### src/design/ring_event_pkg.sv
package ring_event_pkg;

	// Event codes
	localparam logic [7:0] EV_ACK_RING_USE   = 8'h1c;
	localparam logic [7:0] EV_DATA_RING_USE  = 8'h1d;
	localparam logic [7:0] EV_SNOOP_RING_USE = 8'h1e;
	localparam logic [7:0] EV_BOUNCE         = 8'h05;
	localparam logic [7:0] EV_THROTTLE       = 8'h07;
	localparam logic [7:0] EV_STARVE         = 8'h12;
	localparam logic [7:0] EV_ALLOC          = 8'h13;
	localparam logic [7:0] EV_PROBE_RETRY    = 8'h31;
	localparam logic [7:0] EV_PROBE_CREDIT   = 8'h28;

	// Register byte offsets: control 0..3, counter 0..3, filter, status
	localparam logic [5:0] OFS_CTL0    = 6'h00;
	localparam logic [5:0] OFS_CNT0    = 6'h10;
	localparam logic [5:0] OFS_FILTER  = 6'h20;
	localparam logic [5:0] OFS_STATUS  = 6'h24;

	// Control field positions
	localparam int CTL_CODE_LSB = 0;
	localparam int CTL_MASK_LSB = 8;
	localparam int CTL_EN_BIT   = 22;

	// Sub-selection bit positions
	localparam int SEL_UP_EVEN   = 0;
	localparam int SEL_UP_ODD    = 1;
	localparam int SEL_DN_EVEN   = 2;
	localparam int SEL_DN_ODD    = 3;
	localparam int SEL_TARGET    = 6;

	localparam int NUM_COUNTERS  = 4;
	localparam int CNT_W         = 48;
	localparam logic [31:0] CTL_RESET = 32'h0000_0000;
	localparam logic [15:0] NODE_RESET = 16'h0000;

	typedef struct packed {
		logic [3:0] ackRing;     // up-even, up-odd, down-even, down-odd, as seen on cw/ccw
		logic [3:0] dataRing;
		logic [3:0] snoopRing;
	} ring_use_t;

	typedef struct packed {
		logic [4:0] bounce;      // request, ack, data, spare, snoop
		logic       throttle;
		logic [3:0] starve;
		logic [5:0] alloc;
		logic [4:0] probeRetry;  // any, full, addr, spare, credits
		logic       probeCredit;
		logic [15:0] retryNode;
	} ingress_ev_t;

endpackage

### src/design/ring_ingress_event_select.sv
// Our own choices: the placing of the registers and register access over Wishbone.
`timescale 1ns/1ps
module ring_ingress_event_select (
	input  wire logic                          mclk,
	input  wire logic                          nrst,
	input  wire logic                          rightHalf,
	input  wire ring_event_pkg::ring_use_t     ringUse,
	input  wire ring_event_pkg::ingress_ev_t   ingressEv,
	input  wire logic                          wb_cyc_i,
	input  wire logic                          wb_stb_i,
	input  wire logic                          wb_we_i,
	input  wire logic [5:0]                    wb_adr_i,
	input  wire logic [3:0]                    wb_sel_i,
	input  wire logic [31:0]                   wb_dat_i,
	output logic [31:0]                        wb_dat_o,
	output logic                               wb_ack_o
);

	// Event inputs come from the agent on mclk; no synchroniser needed
	logic [31:0]     ctl [ring_event_pkg::NUM_COUNTERS];
	logic [ring_event_pkg::CNT_W-1:0] cnt [ring_event_pkg::NUM_COUNTERS];
	logic [15:0]     nodeFilter;
	logic [1:0]      inc [ring_event_pkg::NUM_COUNTERS];
	logic            ack;
	logic [31:0]     rdata;

	wire             access  = wb_cyc_i & wb_stb_i & ~ack;
	wire             wrAcc   = access & wb_we_i;
	wire [1:0]       regIdx  = wb_adr_i[3:2];
	wire             hitCtl  = (wb_adr_i[5:4] == 2'b00);
	wire             hitCnt  = (wb_adr_i[5:4] == 2'b01);
	wire             hitFilt = (wb_adr_i == ring_event_pkg::OFS_FILTER);
	wire             hitStat = (wb_adr_i == ring_event_pkg::OFS_STATUS);

	function automatic logic [31:0] merge(input logic [31:0] old, input logic [31:0] nw,
		input logic [3:0] sel);
		logic [31:0] r;
		r = old;
		for (int b = 0; b < 4; b++) begin
			if (sel[b]) begin
				r[b*8 +: 8] = nw[b*8 +: 8];
			end
		end
		return r;
	endfunction

	// up/down ring orientation per half
	// Ring sources are presented as cw/ccw; the right half swaps them
	function automatic logic [3:0] orient(input logic [3:0] raw, input logic rh);
		return rh ? {raw[1:0], raw[3:2]} : raw;
	endfunction

	wire [3:0] ackDir   = orient(ringUse.ackRing, rightHalf);
	wire [3:0] dataDir  = orient(ringUse.dataRing, rightHalf);
	wire [3:0] snoopDir = orient(ringUse.snoopRing, rightHalf);

	wire nodeMatch = (ingressEv.retryNode == nodeFilter);

	genvar g;
	generate
		for (g = 0; g < ring_event_pkg::NUM_COUNTERS; g++) begin : gCnt
			wire [7:0] code = ctl[g][ring_event_pkg::CTL_CODE_LSB +: 8];
			wire [7:0] mask = ctl[g][ring_event_pkg::CTL_MASK_LSB +: 8];
			wire       en   = ctl[g][ring_event_pkg::CTL_EN_BIT];
			// one up and one down hit at most
			wire ackUp  = |(ackDir[1:0] & mask[1:0]);
			wire ackDn  = |(ackDir[3:2] & mask[3:2]);
			wire datUp  = |(dataDir[1:0] & mask[1:0]);
			wire datDn  = |(dataDir[3:2] & mask[3:2]);
			// snoop ring counts a cycle once
			wire snpHit = |(snoopDir & mask[3:0]);
			// full covers any of three outgoing queues
			wire retry  = |(ingressEv.probeRetry & {mask[4], 1'b0, mask[2:0]});
			// target bit gates the credit retry
			wire credit = ingressEv.probeCredit & mask[0] &
				(~mask[ring_event_pkg::SEL_TARGET] | nodeMatch);
			logic [1:0] sel;
			always_comb begin
				sel = 2'd0;
				case (code)
					ring_event_pkg::EV_ACK_RING_USE:   sel = {1'b0, ackUp} + {1'b0, ackDn};
					ring_event_pkg::EV_DATA_RING_USE:  sel = {1'b0, datUp} + {1'b0, datDn};
					ring_event_pkg::EV_SNOOP_RING_USE: sel = {1'b0, snpHit};
					ring_event_pkg::EV_BOUNCE:
						sel = {1'b0, |(ingressEv.bounce & {mask[4], 1'b0, mask[2:0]})};
					ring_event_pkg::EV_THROTTLE:       sel = {1'b0, ingressEv.throttle};
					ring_event_pkg::EV_STARVE:
						sel = {1'b0, |(ingressEv.starve & mask[3:0])};
					ring_event_pkg::EV_ALLOC:
						sel = {1'b0, |(ingressEv.alloc & {mask[5:4], 1'b0, mask[2:0]} &
							6'h37)};
					ring_event_pkg::EV_PROBE_RETRY:    sel = {1'b0, retry};
					ring_event_pkg::EV_PROBE_CREDIT:   sel = {1'b0, credit};
					default:                           sel = 2'd0;
				endcase
			end
			assign inc[g] = en ? sel : 2'd0;

			// accumulate every cycle; a write wins over the add
			always_ff @(posedge mclk or negedge nrst) begin
				if (!nrst) begin
					cnt[g] <= '0;
					ctl[g] <= ring_event_pkg::CTL_RESET;
				end else begin
					if (wrAcc && hitCnt && regIdx == 2'(g)) begin
						cnt[g] <= {16'h0000, merge(cnt[g][31:0], wb_dat_i, wb_sel_i)};
					end else begin
						cnt[g] <= cnt[g] + ring_event_pkg::CNT_W'(inc[g]);
					end
					if (wrAcc && hitCtl && regIdx == 2'(g)) begin
						ctl[g] <= merge(ctl[g], wb_dat_i, wb_sel_i);
					end
				end
			end

			a_ring_inc_max: assert property (@(posedge mclk) disable iff (!nrst)
				inc[g] <= 2'd2) else $error("increment above two");
			a_single_inc: assert property (@(posedge mclk) disable iff (!nrst)
				(code != ring_event_pkg::EV_ACK_RING_USE &&
				 code != ring_event_pkg::EV_DATA_RING_USE) |-> inc[g] <= 2'd1)
				else $error("single event added two");
			a_cnt_follow: assert property (@(posedge mclk) disable iff (!nrst)
				!(wrAcc && hitCnt) |=> cnt[g] == $past(cnt[g]) + ring_event_pkg::CNT_W'($past(inc[g])))
				else $error("counter missed increment");
			// ack ring both directions count two
			a_ack_two: assert property (@(posedge mclk) disable iff (!nrst)
				(en && code == ring_event_pkg::EV_ACK_RING_USE && mask[3:0] == 4'hf &&
				 (|ringUse.ackRing[1:0]) && (|ringUse.ackRing[3:2])) |-> inc[g] == 2'd2)
				else $error("ack ring count wrong");
			a_snoop_one: assert property (@(posedge mclk) disable iff (!nrst)
				(en && code == ring_event_pkg::EV_SNOOP_RING_USE && mask[3:0] == 4'hf &&
				 |ringUse.snoopRing) |-> inc[g] == 2'd1)
				else $error("snoop count wrong");
			a_target_gate: assert property (@(posedge mclk) disable iff (!nrst)
				(code == ring_event_pkg::EV_PROBE_CREDIT && mask[ring_event_pkg::SEL_TARGET] &&
				 !nodeMatch) |-> inc[g] == 2'd0)
				else $error("target filter ignored");
			a_throttle_cnt: assert property (@(posedge mclk) disable iff (!nrst)
				(en && code == ring_event_pkg::EV_THROTTLE && ingressEv.throttle) |->
				inc[g] == 2'd1) else $error("throttle missed");
			a_starve_mask: assert property (@(posedge mclk) disable iff (!nrst)
				(code == ring_event_pkg::EV_STARVE && mask[3:0] == 4'h0) |-> inc[g] == 2'd0)
				else $error("starve counted unmasked");
			c_ack_double: cover property (@(posedge mclk) disable iff (!nrst)
				code == ring_event_pkg::EV_ACK_RING_USE && inc[g] == 2'd2);
			c_retry_hit: cover property (@(posedge mclk) disable iff (!nrst)
				code == ring_event_pkg::EV_PROBE_RETRY && inc[g] == 2'd1);
			c_target_hit: cover property (@(posedge mclk) disable iff (!nrst)
				code == ring_event_pkg::EV_PROBE_CREDIT && mask[6] && inc[g] == 2'd1);
		end
	endgenerate

	// Filter and bus answer
	always_ff @(posedge mclk or negedge nrst) begin
		if (!nrst) begin
			nodeFilter <= ring_event_pkg::NODE_RESET;
		end else if (wrAcc && hitFilt) begin
			nodeFilter <= 16'(merge({16'h0000, nodeFilter}, wb_dat_i, wb_sel_i));
		end
	end

	// Status shows the four live increments
	always_comb begin
		rdata = 32'h0000_0000;
		if (hitCtl) begin
			rdata = ctl[regIdx];
		end else if (hitCnt) begin
			rdata = cnt[regIdx][31:0];
		end else if (hitFilt) begin
			rdata = {16'h0000, nodeFilter};
		end else if (hitStat) begin
			rdata = {24'h000000, inc[3], inc[2], inc[1], inc[0]};
		end
	end

	// Single-cycle ack; unmapped reads give zero, writes dropped
	always_ff @(posedge mclk or negedge nrst) begin
		if (!nrst) begin
			ack      <= 1'b0;
			wb_dat_o <= 32'h0000_0000;
		end else begin
			ack      <= access;
			wb_dat_o <= access ? rdata : 32'h0000_0000;
		end
	end
	assign wb_ack_o = ack;

endmodule

### config.mk
export PLATFORM = sky130hd
export DESIGN_NAME = ring_ingress_event_select
export DESIGN_NICKNAME = d
export VERILOG_FILES = /design/src/design/ring_event_pkg.sv /design/src/design/ring_ingress_event_select.sv
export SDC_FILE = /design/constraint.sdc
export NUM_CORES = 1
export LEC_CHECK = 0
export BUFFER_PORTS_ARGS = -buffer_cell sky130_fd_sc_hd__buf_4
export CORE_MARGIN = 5
export CORE_UTILIZATION = 50
export CTS_BUF_LIST = sky130_fd_sc_hd__clkbuf_2
export DETAILED_ROUTE_END_ITERATION = 8
export PLACE_DENSITY_LB_ADDON = 0.2
export SLEW_MARGIN = 0
export SYNTH_ARGS = -nofsm -noshare
export SYNTH_HDL_FRONTEND = slang
export SYNTH_SLANG_ARGS = --single-unit
### constraint.sdc
create_clock -name mclk -period 6.7 [get_ports mclk]
set_input_delay 0.67 -clock mclk [delete_from_list [all_inputs] [get_ports mclk]]
set_output_delay 0.67 -clock mclk [all_outputs]
set_load 0.05 [all_outputs]
==> results of run 1 <==
==> cells in the mapped netlist, drive strengths merged, types with 6 or more instances <==
| library cell | instances |
|---|---|
| a211o | 6 |
| a211oi | 44 |
| a21oi | 101 |
| a221oi | 7 |
| a222oi | 6 |
| a22o | 19 |
| a22oi | 28 |
| a311oi | 20 |
| and2 | 20 |
| and3 | 30 |
| and4 | 14 |
| buf | 35 |
| clkbuf | 69 |
| dfrtp | 305 |
| ha | 16 |
| inv | 19 |
| mux2 | 163 |
| mux2i | 43 |
| mux4 | 64 |
| nand2 | 137 |
| nand2b | 12 |
| nand3 | 57 |
| nand4 | 41 |
| nand4b | 9 |
| nor2 | 216 |
| nor2b | 11 |
| nor3 | 49 |
| nor4 | 17 |
| o21ai | 52 |
| o221a | 19 |
| o22ai | 18 |
| o32ai | 7 |
| or3 | 12 |
| xor2 | 16 |
==> what timing repair did <==
| action | CTS | global route |
|---|---|---|
| hold endpoints to repair | 242 | 0 |
| endpoints found under the setup margin | 0 | 0 |
| hold buffers | 23 | 0 |
==> routing by layer <==
layer	routed length, um	part of all wire (%)	track usage [%]
met5	0	0	0
met4	1930	3.3	10.6
met3	6190	10	6.29
met2	26000	44	42.5
met1	25100	42	44.0
==> cells by family (layout without fill, tap and decap cells) <==
kind of cell | Yosys count | after routing | synth area share, %
other cells | 0 | 2 | 0
mux | 270 | 270 | 20.5
buf+inv | 123 | 334 | 2.66
compound gates | 367 | 367 | 14.1
xor+xnor | 16 | 16 | 0.777
flops | 305 | 305 | 42.3
fa+ha+maj | 20 | 20 | 1.55
simple gates | 651 | 651 | 18.1
==> stage by stage <==
| stage | setup WS, ns | area (um2) | total power [mW] |
|---|---|---|---|
| after floorplan | 1.94 | 18000 | 2.64 |
| after global placement | 1.46 | 19300 | 2.92 |
| after detailed placement | 1.42 | 19300 | 2.94 |
| after CTS | 1.83 | 20300 | 4.30 |
| after global routing | 1.55 | 20300 | 4.50 |
| final | 1.58 | 20300 | 4.29 |
==> flip-flops by register name, summed over array words and instances, names as in the netlist <==
| register | cells |
|---|---|
| cnt | 128 |
| ctl | 128 |
| wb_dat_o | 32 |
| nodeFilter | 16 |
| wb_ack_o | 1 |
==> cell type report <==
type,count,area [um2],share of cell area (%)
well taps,461,577,2.84
flip-flops and latches,305,7630,37.6
diodes,2,5.00,0.0247
inverters,19,71.3,0.351
clock inverters,32,154,0.758
repair buffers,164,1310,6.45
clock buffers,119,596,2.93
multi-input cells,1324,9960,49.0
==> worst paths after layout <==
kind	start	end
hold reg to reg	ctl[57]	ctl[57]
max in group asynchronous	nrst	wb_dat_o[16]
setup / recovery	nodeFilter[2]	cnt[172]
min in group asynchronous	nrst	ctl[101]
setup reg to reg	nodeFilter[2]	cnt[172]
hold / removal	wb_dat_i[0]	nodeFilter[0]
==> power by group through the flow <==
stage                     clock (mW)  combinational, mW  sequential (mW)
after detailed placement           0              0.655             2.28
final                           1.35              0.672             2.26
after global routing            1.48              0.732             2.28
after global placement             0              0.640             2.28
after CTS                       1.38              0.669             2.25
after floorplan                    0              0.447             2.19
==> metrics.txt, run 1 <==
# rows=69; Worst Path Buf+Inv=0; Clock Power Share=31.5%; first-pass GRT wire length=90.6 mm; hold_ws=0.0778 ns; CTS HTree Levels=3; total gr overflow=0; port bufs=127; EDFF count, synth=0; wire per inst=24.4 um; Routed Antenna Nets=0; Async SR Flop Fraction=100%; crit path time final=5.12 ns; total track usage=29.4%; Worst R2R Path Depth=13; drc violations=0; maximum vdd ir drop=0.119 mV; Switch Pwr=1.42 mW; Die Wd=200 um; Area Overhead vs Synth=12.5%; hpwl dp=41.3 mm; CORE AREA=35600 um2; Synth Flop Type=dfrtp_1; post-CTS sizing=0; Final Skew=0.0991 ns; Worst EP required=7.59 ns; Net Sw Frac=33.2%; proportion of layout cells with a drive suffix above 1=27.4%; Fin. Hold Viols=0; worst slew pin tran=1.18 ns; clock sinks=305; max_cap viols=0; initial DRC count=1897; critical path's most frequent cell=nand4_1; Mapped Area=18000 um2; Finished Layout Cells=2426; startpoint types=flop; period utilization=76.4%; DIE AREA=40000 um2; number of setup buffers added after CTS=0; total number of vias=16000; TritonCTS clock tree=yes; NumNets Final=2016; Cells after DPL=2250; crit path kind=reg2reg; CP Max Fanout=5; filler cell count=3092; Starting Density=50.7%; RSZ-0062 raised after global routing=no; # IOs=131; Synth warnings=0; Final Util=57.1%; Pre-Repair DR Iteration Count=6; largest cells by area after synthesis=dfrtp_1, mux2_2, mux4_2; total wire length=59.3 mm; die height=200 um; register share of total power=52.8%; slowest cell delay on critical path=1.06 ns; Seq cells post-synth=305; Synth Instances=1752; Root Driver=clkbuf_2; Hold Path Stages=2; Final Setup Violations=0; worst hold-check path type=in2reg; fin. max-slew vios=0; worst path cell trace=xor2_1 > nor4_1 > nand4_1 > a2111o_1 > nand4_1 > and2_1 > ha_1 > fa_1 > nand4_1 > nor4_1 > and2_1 > a211oi_1 > nor3_1; commonest non-fill, non-tap cell in the layout=dfrtp_1; setup TNS=0 ns; Vias per Instance=6.61; GP Congestion=0.945; pwr dens=211 nW/um2; pin count of the biggest net entering global routing=175; share of the synthesized area in the top cell type=42.3%; f_max=195 MHz; status=finished, final reports clean; syn nets=1870; Avg Cell Area, Syn=10.3 um2; logic gate share of total power=15.7%; Clock Path Buffers=3; worst skew pair latency=0.97 ns; slowest cell on the critical path=nor4_1; unique cell type count in the Yosys netlist=75; post-synth top area cell=dfrtp_1; sequential share of the synthesized area=42.3%; Levels on crit path=13; CP endpoint kind=flop; most frequent cells in the layout=dfrtp_1, nor2_1, mux2_2; critical path's top delay family=simple AND/OR/NAND/NOR gates; internal power=2.86 mW; R2R Setup Slk=1.58 ns; CP arrival=6.01 ns; Leak Pwr=9.16 nW; CTS Buf Count=84; initial antenna violation count=2; clk slew on worst S/H paths=0.11 ns; max_slew headroom=20.5%; number of global-route vias before repair=15200
No activity file was read; power rests on OpenSTA's default activity.
==> inputs of run 2 (changes only) <==
--- a/config.mk
+++ b/config.mk
@@ -5,6 +5,7 @@
 export SDC_FILE = /design/constraint.sdc
 export NUM_CORES = 1
 export LEC_CHECK = 0
+export ABC_AREA = 1
 export BUFFER_PORTS_ARGS = -buffer_cell sky130_fd_sc_hd__buf_4
 export CORE_MARGIN = 5
 export CORE_UTILIZATION = 50
==> constraint.sdc (replaced) <==
create_clock -name mclk -period 5.2 [get_ports mclk]
set_input_delay 0.52 -clock mclk [delete_from_list [all_inputs] [get_ports mclk]]
set_output_delay 0.52 -clock mclk [all_outputs]
set_load 0.05 [all_outputs]
==> metrics.txt, run 2 <==
status=finished, final reports clean; Die Wd=207 um; fin area=21900 um2; Final Setup Violations=0; largest cells by area after synthesis=dfrtp_1, nand2_1, o21ai_0; internal power=3.73 mW; TritonCTS clock tree=yes; Starting Density=50.4%; Synth warnings=0; period utilization=76.8%; Avg Cell Area, Syn=7.06 um2; CP arrival=4.98 ns; pwr dens=274 nW/um2; Area Overhead vs Synth=12.7%; worst slew pin tran=0.905 ns; CP Max Fanout=5; syn nets=2868; count leader, synth=nand2_1; drc violations=0; hpwl dp=55.5 mm; Post-synth top cells=nand2_1, o21ai_0, inv_1; wire per inst=21.2 um; initial DRC count=1803; Finished Layout Cells=3505; crit path kind=reg2reg; clock sinks=305; Final Skew=0.120 ns; initial antenna violation count=2; NumNets Final=3043; max_cap viols=0; crit path time final=3.99 ns; GP Congestion=0.986; post-CTS sizing=0; Synth Instances=2750; Fin. Hold Viols=0; DIE AREA=42900 um2; Final Util=56.8%; Cell Area, Placed=20700 um2; number of setup buffers added after CTS=0; RSZ-0062 raised after global routing=no; Mapped Area=19400 um2; setup TNS=0 ns; Leak Pwr=10.6 nW; CORE AREA=38600 um2; worst skew pair latency=1.10 ns; startpoint types=flop; largest registers=cnt (128), ctl (128), wb_dat_o (32); Seq cells post-synth=305; CP endpoint kind=flop; EDFF count, synth=0; register share of total power=48.6%; commonest non-fill, non-tap cell in the layout=nand2_1; f_max=250 MHz; Root Driver=clkbuf_2; total wire length=74.3 mm; # IOs=131; maximum vdd ir drop=0.183 mV; logic gate share of total power=21.0%; CTS Buf Count=86; post-synth top area cell=dfrtp_1; Worst R2R Path Depth=21; Pre-Repair DR Iteration Count=6; share of the synthesized area in the top cell type=39.3%; most frequent cells in the layout=nand2_1, o21ai_0, inv_1; worst hold-check path type=in2async; Clock Path Buffers=3; clk slew on worst S/H paths=0.11 ns; Routed Antenna Nets=0; first-pass GRT wire length=114 mm; fin. max-slew vios=0; Async SR Flop Fraction=100%; Cells after DPL=3311; total track usage=33.6%; Switch Pwr=2.28 mW; total number of vias=20300; CTS HTree Levels=3; total gr overflow=0; pin count of the biggest net entering global routing=106; Vias per Instance=5.79; number of global-route vias before repair=19500; port bufs=127; max_slew headroom=39.7%; die height=207 um; Clock Power Share=30.4%; proportion of layout cells with a drive suffix above 1=11.1%; unique cell type count in the Yosys netlist=54; hold_ws=0.0714 ns; sequential share of the synthesized area=39.3%; Synth Flop Type=dfrtp_1; Net Sw Frac=37.9%; Worst EP required=6.19 ns; # rows=72
## run 2: cell types whose count changed after synthesis, moves of 38 or more
| cell | previous run | this run |
|---|---|---|
| mux2i_1 | 43 | 1 |
| o22ai_1 | 18 | 104 |
| nand2_1 | 137 | 747 |
| nand3_1 | 57 | 151 |
| o21ai_0 | 51 | 328 |
| o221ai_1 | 0 | 38 |
| xor2_1 | 16 | 62 |
| mux4_2 | 64 | 0 |
| mux2_2 | 161 | 0 |
| inv_1 | 18 | 312 |
| nor2_1 | 216 | 267 |
## run 2: repair_timing
item                                    in CTS  in global routing
endpoints found under the hold margin      385                  0
endpoints found under the setup margin       0                  0
hold buffers                                44                  0
## run 2: worst max-delay path, stage by stage (launching register included)
cell and delay (ns):
dfrtp_1 0.44, nor2_1 0.35, inv_1 0.14, nor2_1 0.25, o21ai_0 0.13, nand4_1 0.09
nor2_1 0.06, nor2_1 0.12, inv_1 0.07, a21oi_1 0.23, ha_1 0.24, fa_1 0.28
inv_1 0.10, nor2_4 0.22, nand3_2 0.14, nor2_2 0.21, nand4_1 0.18, nor2_1 0.27
nand2_1 0.14, xor2_1 0.16, nand2_1 0.06, nand2_1 0.05
## run 2: path summary, 6_finish.rpt
path                          from  endpoint  slack (ns)
min in group mclk          wb_we_i  ctl[113]        0.09
hold / removal                nrst   ctl[37]        0.07
setup / recovery           ctl[70]  cnt[118]        1.21
setup reg to reg           ctl[70]  cnt[118]        1.21
hold reg to reg            ctl[47]   ctl[47]        0.49
max in group asynchronous     nrst  ctl[105]        3.87
## run 2: kinds of logic after synthesis
kind of cell | count (synthesis) | synth area share, %
buf+inv | 423 | 8.86
fa+ha+maj | 20 | 1.44
mux | 1 | 0.0515
xor+xnor | 69 | 3.11
simple gates | 1328 | 29.3
flops | 305 | 39.3
compound gates | 604 | 17.9
## run 2: per-layer routing
metal	wire, um	vias up	global-route usage, %
li1	-	9540	-
met1	30000	9587	42.9
met2	35000	924	54.9
met3	4910	230	5.81
met4	4430	0	17.8
met5	0	-	0
## run 2: final cells by class
cell class	count	area, um2
Fill cell	3847	16700
Multi-Input combinational cell	2022	10100
Sequential cell	305	7630
Timing Repair Buffer	189	1550
Inverter	321	1200
Tap cell	518	648
Clock buffer	108	541
Clock inverter	39	226
Antenna cell	3	7.51
## run 2: per-stage QoR
step / power, mW / worst slack (ns)
after floorplan: 3.65 / 1.78
after global placement: 4.14 / 0.826
after detailed placement: 4.17 / 0.690
after CTS: 6.01 / 1.34
after global routing: 6.32 / 0.732
final: 6.01 / 1.21
## run 2: power groups by stage
stage | clock, mW | combinational, mW | sequential, mW
floorplan | 0 | 0.777 | 2.87
finish | 1.83 | 1.26 | 2.92
global route | 1.97 | 1.41 | 2.95
detailed placement | 0 | 1.22 | 2.95
global placement | 0 | 1.20 | 2.94
CTS | 1.85 | 1.25 | 2.90
